[config.mk]
export PLATFORM = sky130hd
export DESIGN_NAME = flash_boot_ctrl
export DESIGN_NICKNAME = d
export VERILOG_FILES = /design/src/flash_boot_pkg.sv /design/src/low_period_timer.sv /design/src/flash_boot_ctrl.sv
export SDC_FILE = /design/constraint.sdc
export NUM_CORES = 1
export LEC_CHECK = 0
export BUFFER_PORTS_ARGS = -buffer_cell sky130_fd_sc_hd__buf_2
export CAP_MARGIN = 20
export CORE_ASPECT_RATIO = 1.2
export CORE_MARGIN = 3
export CORE_UTILIZATION = 55
export CTS_CLUSTER_SIZE = 14
export DETAILED_ROUTE_END_ITERATION = 7
export GPL_TIMING_DRIVEN = 0
export PLACE_DENSITY_LB_ADDON = 0.1
export SYNTH_ARGS = -nofsm -noshare
export SYNTH_HDL_FRONTEND = slang
export SYNTH_SLANG_ARGS = --single-unit
[constraint.sdc]
create_clock -name ref_clk_in -period 6.11 [get_ports ref_clk_in]
set_input_delay 0.9165 -clock ref_clk_in [delete_from_list [all_inputs] [get_ports ref_clk_in]]
set_output_delay 0.9165 -clock ref_clk_in [all_outputs]
set_load 0.05 [all_outputs]
[src/flash_boot_pkg.sv]
// Constants, register map and carrier types for the flash boot and emulation control block.
// Assumes an 8-bit register port and a byte-wide flash read port with one cycle of read latency.
package flash_boot_pkg;

    // ============================================================
    // Register map
    localparam logic [23:0] FLASH_CTRL_FIRST_ADDR   = 24'hFFFFC8;
    localparam logic [23:0] FLASH_CTRL_LAST_ADDR    = 24'hFFFFCB;
    localparam logic [23:0] FLASH_WINDOW_REG_ADDR   = 24'hFFFFE0;
    localparam logic [23:0] RAM_OVERLAY_SELECT_ADDR = 24'hFFFFE1;

    // ============================================================
    // Field layouts and reset values
    localparam int          FLASH_WINDOW_BIT        = 3;
    localparam int          OVERLAY_ENABLE_BIT      = 3;
    localparam logic [7:0]  OVERLAY_RW_MASK         = 8'h0F;
    localparam logic [7:0]  OVERLAY_RESET_VALUE     = 8'h00;
    localparam logic [7:0]  FLASH_CTRL_RESET_VALUE  = 8'h00;
    localparam logic [7:0]  READ_ZERO               = 8'h00;
    localparam logic [7:0]  FLASH_ERASED_BYTE       = 8'hFF;
    localparam int          FLASH_CTRL_COUNT        = 4;

    // ============================================================
    // Memory map constants
    localparam logic [23:0] RAM_PROGRAM_START       = 24'hFF8400;
    localparam logic [23:0] RAM_PROGRAM_END         = 24'hFFFBFF;
    localparam int          FLASH_ADDR_WIDTH        = 18;
    localparam logic [17:0] PROM_LAST_ADDR          = 18'h3FFFF;
    localparam int          FLASH_BYTES_DEFAULT     = 262144;

    // ============================================================
    // Timing
    localparam int          BOOT_WAIT_STATES        = 100;
    localparam int          CYCLES_PER_STATE        = 1;
    localparam int          BOOT_WAIT_CYCLES        = BOOT_WAIT_STATES * CYCLES_PER_STATE;
    localparam int          LOW_PERIOD_BITS         = 9;
    localparam int          LOW_COUNT_WIDTH         = 16;
    localparam int          BIT_RATE_WIDTH          = 8;

    typedef enum logic [3:0] {
        ST_USER,
        ST_PROM,
        ST_BOOT_WAIT,
        ST_BOOT_IDLE_HIGH,
        ST_BOOT_MEASURE,
        ST_BOOT_DIVIDE,
        ST_BOOT_BLANK_CHECK,
        ST_BOOT_ERASE,
        ST_BOOT_LOAD,
        ST_BOOT_HANDOFF,
        ST_BOOT_DONE
    } boot_state_e;

    typedef struct packed {
        logic [FLASH_CTRL_COUNT-1:0][7:0] regs;
    } flash_ctrl_s;

    typedef struct packed {
        logic       receive_enable_bit;
        logic       transmit_enable_bit;
        logic [7:0] bit_rate_reg;
    } serial_ctrl_s;

    typedef struct packed {
        logic       port3_bit1_direction;
        logic       port3_bit1_output_value;
    } port3_bit1_s;

endpackage

[src/low_period_timer.sv]
// Times one low pulse on an already synchronised serial receive level.
// Assumes the caller arms it only while the line is idle high.
`timescale 1ns/1ps

module low_period_timer
    import flash_boot_pkg::*;
#(
    parameter int COUNT_WIDTH = LOW_COUNT_WIDTH
)
(
    input  wire logic                   ref_clk_in,
    input  wire logic                   rst_n_in,
    input  wire logic                   clk_en_in,
    input  wire logic                   arm_in,
    input  wire logic                   rx_level_in,
    output logic                        done_out,
    output logic [COUNT_WIDTH-1:0]      low_count_out
);

    initial
    begin
        if (COUNT_WIDTH < 4 || COUNT_WIDTH > 32)
            $error("low_period_timer: COUNT_WIDTH out of range");
    end

    typedef struct packed {
        logic                   running;
        logic                   done;
        logic [COUNT_WIDTH-1:0] count;
    } timer_s;

    timer_s state;
    timer_s next_state;

    // ============================================================
    // Next state
    always_comb
    begin
        next_state      = state;
        next_state.done = 1'b0;
        if (!arm_in)
        begin
            next_state.running = 1'b0;
            next_state.count   = '0;
        end
        else if (!state.running && !rx_level_in)
        begin
            next_state.running = 1'b1;
            next_state.count   = COUNT_WIDTH'(1);
        end
        else if (state.running && !rx_level_in)
        begin
            // Saturate rather than wrap on a stuck-low line
            if (state.count != '1)
                next_state.count = state.count + COUNT_WIDTH'(1);
        end
        else if (state.running)
        begin
            next_state.running = 1'b0;
            next_state.done    = 1'b1;
        end
    end

    always_ff @(posedge ref_clk_in or negedge rst_n_in)
    begin
        if (!rst_n_in)
            state <= '0;
        else if (clk_en_in)
            state <= next_state;
    end

    assign done_out      = state.done;
    assign low_count_out = state.count;

endmodule

[src/flash_boot_ctrl.sv]
// Flash boot-mode sequencer, PROM address path, flash register window and RAM overlay select.
// Assumes mode straps and the receive pin come from pins; bus, flash and SCI signals share ref_clk_in.
//
// Overview of operation
// - Coming out of reset in boot mode the block times the low period on the serial one receive pin.
// - About 100 states pass after boot reset before low-period timing may start.
// - In boot mode any flash byte other than all ones causes every flash block to be erased.
// - Before jumping to the RAM program area the serial one enables are cleared, keeping the bit rate.
// - At hand-off the serial one transmit pin is a port output driving high.
// - In PROM mode the 256-kbyte ROM maps programmer addresses 0 to 3FFFF onto the same flash bytes.
// - With the window enable set, FFFFC8 to FFFFCB reach the flash control registers, else they hold.
// - The flash window enable bit resets to zero.
// - Reserved bits beside the window enable and the overlay register top nibble read zero, ignore writes.
// - The overlay register holds an enable bit and a three-bit area field in its low bits.
// - The overlay register clears on reset and hardware standby and holds through software standby.
`timescale 1ns/1ps

module flash_boot_ctrl
    import flash_boot_pkg::*;
#(
    parameter int FLASH_BYTES = FLASH_BYTES_DEFAULT,
    parameter int WAIT_CYCLES = BOOT_WAIT_CYCLES
)
(
    input  wire logic                        ref_clk_in,
    input  wire logic                        rst_n_in,
    input  wire logic                        clk_en_in,
    input  wire logic                        boot_mode_in,
    input  wire logic                        prom_mode_in,
    input  wire logic                        user_program_mode_in,
    input  wire logic                        hw_standby_in,
    input  wire logic                        sw_standby_in,
    // Register port
    input  wire logic [23:0]                 reg_addr_in,
    input  wire logic [7:0]                  reg_wdata_in,
    input  wire logic                        reg_wr_in,
    input  wire logic                        reg_rd_in,
    output logic [7:0]                       reg_rdata_out,
    // Serial channel one pins and SCI
    input  wire logic                        serial1_receive_pin_in,
    input  wire logic                        sci_txd_in,
    output logic                             serial1_transmit_pin_out,
    output logic                             serial1_transmit_pin_oe_out,
    output serial_ctrl_s                     serial_ctrl_out,
    output port3_bit1_s                      port3_bit1_out,
    // Flash array
    output logic                             flash_rd_out,
    output logic [FLASH_ADDR_WIDTH-1:0]      flash_addr_out,
    input  wire logic [7:0]                  flash_rdata_in,
    output logic                             flash_erase_all_out,
    input  wire logic                        flash_erase_done_in,
    output flash_ctrl_s                      flash_ctrl_out,
    // PROM programmer side
    input  wire logic [FLASH_ADDR_WIDTH-1:0] prom_addr_in,
    input  wire logic                        prom_rd_in,
    output logic [7:0]                       prom_rdata_out,
    // Boot program and overlay
    input  wire logic                        boot_load_done_in,
    output logic                             jump_to_ram_out,
    output logic [23:0]                      jump_addr_out,
    output logic                             boot_busy_out,
    output logic                             overlay_enable_bit_out,
    output logic [2:0]                       overlay_area_out,
    output logic                             overlay_unsettled_out
);

    localparam int WAIT_WIDTH = $clog2(WAIT_CYCLES + 1);

    initial
    begin
        if (FLASH_BYTES < 2 || FLASH_BYTES > (1 << FLASH_ADDR_WIDTH))
            $error("flash_boot_ctrl: FLASH_BYTES out of range");
        if (WAIT_CYCLES < 2 || WAIT_CYCLES > 65535)
            $error("flash_boot_ctrl: WAIT_CYCLES out of range");
    end

    localparam logic [FLASH_ADDR_WIDTH-1:0] FLASH_LAST = FLASH_ADDR_WIDTH'(FLASH_BYTES - 1);
    localparam logic [WAIT_WIDTH-1:0]       WAIT_LAST  = WAIT_WIDTH'(WAIT_CYCLES - 1);
    localparam logic [LOW_COUNT_WIDTH-1:0]  LOW_BITS   = LOW_COUNT_WIDTH'(LOW_PERIOD_BITS);

    // ============================================================
    // Reset release
    logic [1:0] rst_sync;
    logic       rst_n;

    always_ff @(posedge ref_clk_in or negedge rst_n_in)
    begin
        if (!rst_n_in)
            rst_sync <= 2'b00;
        else
            rst_sync <= {rst_sync[0], 1'b1};
    end

    assign rst_n = rst_sync[1];

    // ============================================================
    // State
    typedef struct packed {
        logic [1:0]                   rx_sync;
        logic [1:0]                   boot_sync;
        logic [1:0]                   prom_sync;
        logic                         straps_taken;
        boot_state_e                  fsm;
        logic [WAIT_WIDTH-1:0]        wait_count;
        logic [LOW_COUNT_WIDTH-1:0]   remainder;
        logic [BIT_RATE_WIDTH-1:0]    quotient;
        logic [FLASH_ADDR_WIDTH-1:0]  scan_addr;
        logic                         scan_pending;
        logic                         scan_last;
        logic                         flash_dirty;
        logic                         window_enable;
        logic [7:0]                   overlay;
        logic                         overlay_unsettled;
        logic [FLASH_CTRL_COUNT-1:0][7:0] flash_ctrl;
        serial_ctrl_s                 serial;
        port3_bit1_s                  port3;
        logic                         jump;
        logic [7:0]                   rdata;
        logic [7:0]                   prom_rdata;
        logic                         prom_pending;
    } ctrl_s;

    ctrl_s state;
    ctrl_s next_state;

    logic                       timer_done;
    logic [LOW_COUNT_WIDTH-1:0] timer_count;
    logic                       timer_arm;
    logic                       rx_level;

    assign rx_level  = state.rx_sync[1];
    assign timer_arm = (state.fsm == ST_BOOT_MEASURE);

    low_period_timer #(
        .COUNT_WIDTH   (LOW_COUNT_WIDTH)
    ) u_low_period_timer (
        .ref_clk_in    (ref_clk_in),
        .rst_n_in      (rst_n),
        .clk_en_in     (clk_en_in),
        .arm_in        (timer_arm),
        .rx_level_in   (rx_level),
        .done_out      (timer_done),
        .low_count_out (timer_count)
    );

    function automatic logic in_flash_window(input logic [23:0] addr);
        in_flash_window = (addr >= FLASH_CTRL_FIRST_ADDR) && (addr <= FLASH_CTRL_LAST_ADDR);
    endfunction

    function automatic logic [1:0] flash_ctrl_index(input logic [23:0] addr);
        flash_ctrl_index = 2'(addr - FLASH_CTRL_FIRST_ADDR);
    endfunction

    // ============================================================
    // Next state
    always_comb
    begin
        next_state                   = state;
        next_state.rx_sync           = {state.rx_sync[0], serial1_receive_pin_in};
        next_state.boot_sync         = {state.boot_sync[0], boot_mode_in};
        next_state.prom_sync         = {state.prom_sync[0], prom_mode_in};
        next_state.jump              = 1'b0;
        next_state.scan_pending      = 1'b0;
        next_state.prom_pending      = 1'b0;
        next_state.overlay_unsettled = 1'b0;
        next_state.rdata             = READ_ZERO;

        // Straps settle through their synchronisers before being acted on
        if (!state.straps_taken)
        begin
            next_state.straps_taken = state.wait_count[1];
            next_state.wait_count   = state.wait_count + WAIT_WIDTH'(1);
            if (next_state.straps_taken)
            begin
                next_state.wait_count = '0;
                if (state.prom_sync[1])
                    next_state.fsm = ST_PROM;
                else if (state.boot_sync[1])
                    next_state.fsm = ST_BOOT_WAIT;
                else
                    next_state.fsm = ST_USER;
            end
        end
        else
        begin
            case (state.fsm)
                ST_BOOT_WAIT:
                begin
                    if (state.wait_count == WAIT_LAST)
                        next_state.fsm = ST_BOOT_IDLE_HIGH;
                    else
                        next_state.wait_count = state.wait_count + WAIT_WIDTH'(1);
                end
                ST_BOOT_IDLE_HIGH:
                begin
                    // A line still low here would be mistimed, so wait for idle
                    if (rx_level)
                        next_state.fsm = ST_BOOT_MEASURE;
                end
                ST_BOOT_MEASURE:
                begin
                    if (timer_done)
                    begin
                        next_state.remainder = timer_count;
                        next_state.quotient  = '0;
                        next_state.fsm       = ST_BOOT_DIVIDE;
                    end
                end
                ST_BOOT_DIVIDE:
                begin
                    // Low pulse spans start bit plus eight zero bits
                    if (state.remainder >= LOW_BITS && state.quotient != '1)
                    begin
                        next_state.remainder = state.remainder - LOW_BITS;
                        next_state.quotient  = state.quotient + BIT_RATE_WIDTH'(1);
                    end
                    else
                    begin
                        next_state.serial.bit_rate_reg        = state.quotient;
                        next_state.serial.receive_enable_bit  = 1'b1;
                        next_state.serial.transmit_enable_bit = 1'b1;
                        next_state.scan_addr                  = '0;
                        next_state.scan_last                  = 1'b0;
                        next_state.flash_dirty                = 1'b0;
                        next_state.scan_pending               = 1'b0;
                        next_state.fsm                        = ST_BOOT_BLANK_CHECK;
                    end
                end
                ST_BOOT_BLANK_CHECK:
                begin
                    if (state.scan_pending)
                    begin
                        if (flash_rdata_in != FLASH_ERASED_BYTE)
                            next_state.fsm = ST_BOOT_ERASE;
                        else if (state.scan_addr == FLASH_LAST)
                            next_state.fsm = ST_BOOT_LOAD;
                        else
                        begin
                            next_state.scan_addr    = state.scan_addr + FLASH_ADDR_WIDTH'(1);
                        end
                    end
                    else
                        next_state.scan_pending = 1'b1;
                end
                ST_BOOT_ERASE:
                begin
                    next_state.flash_dirty = 1'b1;
                    if (flash_erase_done_in)
                        next_state.fsm = ST_BOOT_LOAD;
                end
                ST_BOOT_LOAD:
                begin
                    if (boot_load_done_in)
                        next_state.fsm = ST_BOOT_HANDOFF;
                end
                ST_BOOT_HANDOFF:
                begin
                    // Bit rate is left as detected for the RAM program to reuse
                    next_state.serial.receive_enable_bit  = 1'b0;
                    next_state.serial.transmit_enable_bit = 1'b0;
                    next_state.port3.port3_bit1_direction    = 1'b1;
                    next_state.port3.port3_bit1_output_value = 1'b1;
                    next_state.jump = 1'b1;
                    next_state.fsm  = ST_BOOT_DONE;
                end
                default:
                begin
                    next_state.fsm = state.fsm;
                end
            endcase
        end

        // PROM mode: programmer address equals flash byte address
        if (state.fsm == ST_PROM && prom_rd_in && prom_addr_in <= PROM_LAST_ADDR)
            next_state.prom_pending = 1'b1;
        if (state.prom_pending)
            next_state.prom_rdata = flash_rdata_in;

        // Register writes
        if (reg_wr_in)
        begin
            if (reg_addr_in == FLASH_WINDOW_REG_ADDR)
                next_state.window_enable = reg_wdata_in[FLASH_WINDOW_BIT];
            else if (reg_addr_in == RAM_OVERLAY_SELECT_ADDR)
            begin
                next_state.overlay           = reg_wdata_in & OVERLAY_RW_MASK;
                next_state.overlay_unsettled = 1'b1;
            end
            else if (in_flash_window(reg_addr_in) && state.window_enable)
                next_state.flash_ctrl[flash_ctrl_index(reg_addr_in)] = reg_wdata_in;
        end

        // Register reads, answered next cycle
        if (reg_rd_in)
        begin
            if (reg_addr_in == FLASH_WINDOW_REG_ADDR)
                next_state.rdata = 8'(state.window_enable) << FLASH_WINDOW_BIT;
            else if (reg_addr_in == RAM_OVERLAY_SELECT_ADDR)
                next_state.rdata = state.overlay & OVERLAY_RW_MASK;
            else if (in_flash_window(reg_addr_in) && state.window_enable)
                next_state.rdata = state.flash_ctrl[flash_ctrl_index(reg_addr_in)];
        end

        // Software standby keeps the overlay; only hardware standby clears it
        if (hw_standby_in)
        begin
            next_state.overlay           = OVERLAY_RESET_VALUE;
            next_state.overlay_unsettled = 1'b0;
        end
        if (sw_standby_in && !hw_standby_in)
            next_state.overlay = next_state.overlay;
    end

    always_ff @(posedge ref_clk_in or negedge rst_n)
    begin
        if (!rst_n)
        begin
            state               <= '0;
            state.fsm           <= ST_USER;
            state.overlay       <= OVERLAY_RESET_VALUE;
            state.window_enable <= 1'b0;
            state.flash_ctrl    <= {FLASH_CTRL_COUNT{FLASH_CTRL_RESET_VALUE}};
        end
        else if (clk_en_in)
            state <= next_state;
    end

    // ============================================================
    // Outputs
    logic boot_scanning;

    assign boot_scanning = (state.fsm == ST_BOOT_BLANK_CHECK) && !state.scan_pending;

    assign reg_rdata_out          = state.rdata;
    assign serial_ctrl_out        = state.serial;
    assign port3_bit1_out         = state.port3;
    assign flash_ctrl_out.regs    = state.flash_ctrl;
    assign prom_rdata_out         = state.prom_rdata;
    assign jump_to_ram_out        = state.jump;
    assign jump_addr_out          = RAM_PROGRAM_START;
    assign flash_erase_all_out    = (state.fsm == ST_BOOT_ERASE);
    assign overlay_enable_bit_out = state.overlay[OVERLAY_ENABLE_BIT];
    assign overlay_area_out       = state.overlay[2:0];
    assign overlay_unsettled_out  = state.overlay_unsettled;
    assign boot_busy_out          = state.straps_taken && state.fsm != ST_USER && state.fsm != ST_PROM
                                    && state.fsm != ST_BOOT_DONE;

    always_comb
    begin
        flash_rd_out   = 1'b0;
        flash_addr_out = state.scan_addr;
        if (state.fsm == ST_PROM)
        begin
            flash_rd_out   = prom_rd_in && prom_addr_in <= PROM_LAST_ADDR;
            flash_addr_out = prom_addr_in;
        end
        else if (boot_scanning)
            flash_rd_out = 1'b1;
    end

    // SCI owns the pin while transmitting; else the port bit drives it
    always_comb
    begin
        if (state.serial.transmit_enable_bit)
        begin
            serial1_transmit_pin_out    = sci_txd_in;
            serial1_transmit_pin_oe_out = 1'b1;
        end
        else
        begin
            serial1_transmit_pin_out    = state.port3.port3_bit1_output_value;
            serial1_transmit_pin_oe_out = state.port3.port3_bit1_direction;
        end
    end

endmodule

Word-level counts from Yosys, hierarchy flattened
Cells that the tools add are included.
{ "totals": {"register_bits": 149, "latch_bits": 0, "ramBits": 0, "romBits": 0, "inputBits": 73, "out_inout_bits": 113, "word_cells": 186, "memories": 0} }
{ "classes": {"add_sub_neg": 6, "mul": 0, "n_div": 0, "n_lt_le_gt_ge": 6, "n_eq_ne": 39, "shift": 0, "mux": 64, "n_bitwise": 3, "reduce_logical": 38} }
{ "ops": {"columns": ["operator", "n"], "rows": [
  ["$mux 37", 2],
  ["$mux 18", 4],
  ["$mux 16", 4],
  ["$mux 32", 2],
  ["$eq 24x24->1 const B", 2],
  ["$mux 24", 2],
  ["$mux 8", 6],
  ["$pmux 24 s2", 1],
  ["$pmux 19 s2", 1],
  ["$mux 4", 9],
  ["$bwmux 32", 1],
  ["$pmux 4 s8", 1],
  ["$ne 3x3->1 const B", 10],
  ["$ge 24x24->1 const B", 1],
  ["$le 24x24->1 const B", 1],
  ["$mux 11", 2],
  ["$mux 21", 1],
  ["$add 18x1->18 const B", 1],
  ["$eq 18x18->1 const B", 1],
  ["$le 18x18->1 const B", 1],
  ["$add 16x1->16 const B", 1],
  ["$bmux 8 s2", 1],
  ["$demux 8 s2", 1],
  ["$eq 4x3->1 const B", 4],
  ["37 further kinds", 96]
]} }

Logic depth before layout (Yosys ltp)
{ "logic_depth": {"ltp_word": 11, "mapped_depth": 10, "ltp_nobuf": 8} }

Modules after synthesis
From an unflattened synthesis, not the netlist that was laid out.
{ "hier_totals": {"cells_unflattened": 862, "area_unflattened_um2": 8650.8} }
{ "by_module_without_submodules": {"columns": ["mod", "instances", "cells_per_inst", "area_each_um2", "seq_area_each_um2"], "rows": [
  ["flash_boot_ctrl", 1, 730, 7462.2, 3228.1],
  ["low_period_timer", 1, 132, 1188.6, 450.4]
]} }

Worst setup path before layout
No wires, ideal clock.
{ "synth_path": {"kind": "register to output", "start": "register state[126] (netlist bit)", "end": "output flash_rd_out", "arrival_time_ps": 2135, "t_required_ps": 5194, "path_slack_ps": 3058, "stages_incl_launch_ff": 6, "n_path_buf": 2, "cell_sequence": "dfrtp_1 > clkbuf_1 > nor3_2 > clkbuf_1 > nand2_1 > o21ai_0"} }
{ "synth_between": {"elab_chain_len": 4, "word_cells_on_any_way": 5, "cone_classes": "eq/ne: 2; mux: 2; reduce/logical: 1"} }
{ "synth_rtl": {"columns": ["element", "line", "source"], "rows": [
  ["from (decl)", "flash_boot_ctrl.sv:123", "ctrl_s state;"],
  ["from (signal assigned)", "flash_boot_ctrl.sv:325", "state <= next_state;"],
  ["$eq 4x3->1", "flash_boot_ctrl.sv:332", "assign boot_scanning = (state.fsm == ST_BOOT_BLANK_CHECK) && !state.scan_pending;"],
  ["$logic_and 1x1->1", "flash_boot_ctrl.sv:332", null],
  ["$mux 1", "flash_boot_ctrl.sv:357", "else if (boot_scanning)"],
  ["$mux 1 (*)", "flash_boot_ctrl.sv:352", "if (state.fsm == ST_PROM)"],
  ["to (decl)", "flash_boot_ctrl.sv:47", "output logic flash_rd_out,"]
]} }
Every way passes the cells marked *; elsewhere a longest branch is shown, timed or not.

Worst setup path in the final report
{ "layout_path": {"start": "register state[126] (netlist bit)", "end": "output flash_addr_out[13]"} }
{ "layout_between": {"elab_chain_len": 2} }
{ "layout_rtl": {"columns": ["element", "line", "source"], "rows": [
  ["$eq 4x1->1", "flash_boot_ctrl.sv:352", null],
  ["$mux 18", "flash_boot_ctrl.sv:352", null],
  ["to (decl)", "flash_boot_ctrl.sv:48", "output logic [FLASH_ADDR_WIDTH-1:0] flash_addr_out,"]
]} }
Every way passes these cells.

==> flow_metrics.tcl <==
set metrics [dict create \
    maxCapViolations 0 \
    clkPwrFrac_pct 29.7 \
    ff2ff_path_depth 8 \
    netlist_area_um2 8400 \
    fin_ws_ns 2.17 \
    rsz0062_at_grt "false" \
    fillers 1215 \
    cts-resized-gates 0 \
    critPathRequiredTime_ns 5.19 \
    fin_skew_ns 0.00683 \
    synth-edff-count 0 \
    cp_max_fo 10 \
    track_usage_pct 24.0 \
    ys_async_sr_fraction_pct 100 \
    yosys.area.top_type "dfrtp_1" \
    clock_path_buffers 2 \
    preCtsSetupSlack_ns 2.66 \
    overflow 0 \
    synth.distinct_cells 65 \
    hold_class "primary input to async pin" \
    clk_pin_slew_ns 0.06 \
    r2r_slack_ns 3.26 \
    diodes 0 \
    combinationalPowerShare_pct 33.1 \
    worst_pin_slew_ns 0.893 \
    path_buf_inv 3 \
    dpl.hpwl_um 14700 \
    synth_flop_cell "dfrtp_1" \
    tritoncts "done" \
    grt_pass1_vias 6745 \
    synth_warnings 0 \
    slew_headroom_pct 40.1 \
    ctsHtreeMaxLevel 4 \
    ys_seq_area_share_pct 43.8 \
    timing.fmax_ghz 0.254 \
    clock-root-buffer "clkbuf_16" \
    setup_viol_count_final 0 \
    switching_share_pct 37.7 \
    drc 0 \
    fp.dieH_um 141 \
    nets 1139 \
    syn_inst 855 \
    dieArea_um2 16800 \
    post_cts_buffers 0 \
    max_stage_delay_ns 0.79 \
    final_cell_mix "buf_2, dfrtp_1, buf_4" \
    holdBufCountCts 0 \
    grt_pass1_wl_um 32900 \
    cts_buffers 17 \
    cpMostUsedCell "clkbuf_1" \
    power_density_nw_per_um2 332 \
    drive_above_1_share_pct 35.5 \
    finalSetupTns_ns 0 \
    synth_seq_cells 147 \
    start_util_pct 57.3 \
    status "complete, no violations" \
    clk_latency_ns 0.42 \
    path_cells "clkbuf_1 > nor3_2 > clkbuf_1 > mux2_2 > buf_2" \
    synth_area_leaders "dfrtp_1, mux2_2, buf_4" \
    core_region_area_um2 14700 \
    num_rows 48 \
    critPathTopFamily "buffers and inverters" \
    regArea_um2 3680 \
    drv_slew 0 \
    critPathSlowestCell "nor3_2" \
    cts_sinks 147 \
    cp.depth 5 \
    wire_per_inst_um 15.8 \
    fin_crit_ns 3.94 \
    avgSynthCellArea_um2 9.82 \
    avgViaCountPerCell 5.54 \
    ant_nets 0 \
    intPower_uw 2100 \
    fin_crit_sh_pct 64.5 \
    ir_worst_vdd_uv 204 \
    final-hold-violation-count 0 \
    antenna_found_initial 1 \
    p_sw_uw 1270 \
    dr.pass1.iters 7 \
    num_vias 7042 \
    place.gp.congestion 0.913 \
    drt_iter0_markers 564 \
    totalWireLength_um 20000 \
    die_x_um 119 \
    p_leak_uw 0.00510 \
    cp-start-kind "flip-flop" \
    crit_type "flip-flop to primary output" \
    yosysTopAreaCellShare_pct 43.8 \
    cp.arrival_ns 3.03 \
    grt_max_degree 59 \
    syn_to_final_growth_pct 20.9 \
    multi_input_area_um2 3910 \
    pwr-share-seq_pct 37.1 \
    crit_path_end_kind "primary output" \
    ios 186 \
    final_common_cell "buf_2" \
    port_buffers 159 \
]
[cells in the mapped netlist (3+ instances only)]
cell type  count
dfrtp_1      147
buf_4         87
o21ai_0       73
mux2_2        67
nand2_1       66
a21oi_1       51
nor2_1        45
nand3_1       24
nand4_1       24
or3_1         24
inv_1         23
and3_1        20
clkbuf_1      18
nor3_1        13
nand2b_1      12
o31ai_1       12
a21o_1         9
o2bb2ai_1      9
a22o_1         8
a31oi_1        8
buf_1          8
ha_1           8
mux4_2         8
buf_2          7
mux2i_1        7
o21a_1         6
or4_1          6
or2_2          5
and2_1         4
nor2b_1        4
nor4_1         4
a22oi_1        3
o311ai_0       3
[kinds of logic after synthesis]
kind of cell             Yosys count  synth area share [%]
other                              2                0.0894
flip-flops                       147                  43.8
AO/OA/AOI/OAI                    204                  15.5
adder cells (fa/ha/maj)            8                  1.19
AND/OR/NAND/NOR                  264                  16.6
XOR/XNOR                           2                 0.209
buffers and inverters            146                  10.7
multiplexers                      82                  12.0
[final cells by class]
cell class / count / area share [%]
clock buffers: 21 / 4.73
repair buffers: 161 / 8.38
plain buffers: 122 / 7.96
inverters: 24 / 0.887
well taps: 200 / 2.46
multi-input cells: 585 / 38.5
flip-flops and latches: 147 / 36.3
clock inverters: 10 / 0.813
[layer usage]
layer  vias up  track usage, %  part of all wire (%)
met5         -               0                 0.065
met4         2            8.79                   1.8
met3        36            4.98                   5.6
met2       222            41.5                    51
met1      3374            29.8                    42
li1       3408               -                     -
[final timing paths]
| path | end | start |
|---|---|---|
| setup reg to reg | u_low_period_timer.low_count_out[14]$_DFFE_PN0P_ | u_low_period_timer.low_count_out[0]$_DFFE_PN0P_ |
| min in group ref_clk_in | rst_sync[1]$_DFF_PN0_ | rst_sync[0]$_DFF_PN0_ |
| hold / removal | rst_sync[1]$_DFF_PN0_ | rst_n_in |
| max in group asynchronous | state[98]$_DFFE_PN0P_ | rst_sync[1]$_DFF_PN0_ |
| hold reg to reg | async pin | rst_sync[1]$_DFF_PN0_ |
| setup / recovery | flash_addr_out[13] | state[126]$_DFFE_PN0P_ |
[metrics by stage]
stage	total power (µW)	instance area (µm²)	util (%)	cells	hold WS (ns)
after floorplan	2110	8480	-	878	0.331
after global placement	2340	9530	65.0	1237	0.338
after detailed placement	2370	9590	65.4	1239	0.307
after CTS	3370	10200	69.3	1270	0.255
after global routing	3530	10200	69.3	1270	0.257
final	3370	10200	69.3	1270	0.265
[power by group through the flow]
stage / clock network (µW) / logic (µW) / registers (µW)
floorplan: 0 / 874 / 1230
global placement: 0 / 1070 / 1270
detailed placement: 0 / 1110 / 1260
CTS: 1010 / 1110 / 1250
global route: 1050 / 1220 / 1270
finish: 1000 / 1120 / 1250
No activity file was read; power rests on OpenSTA's default activity.
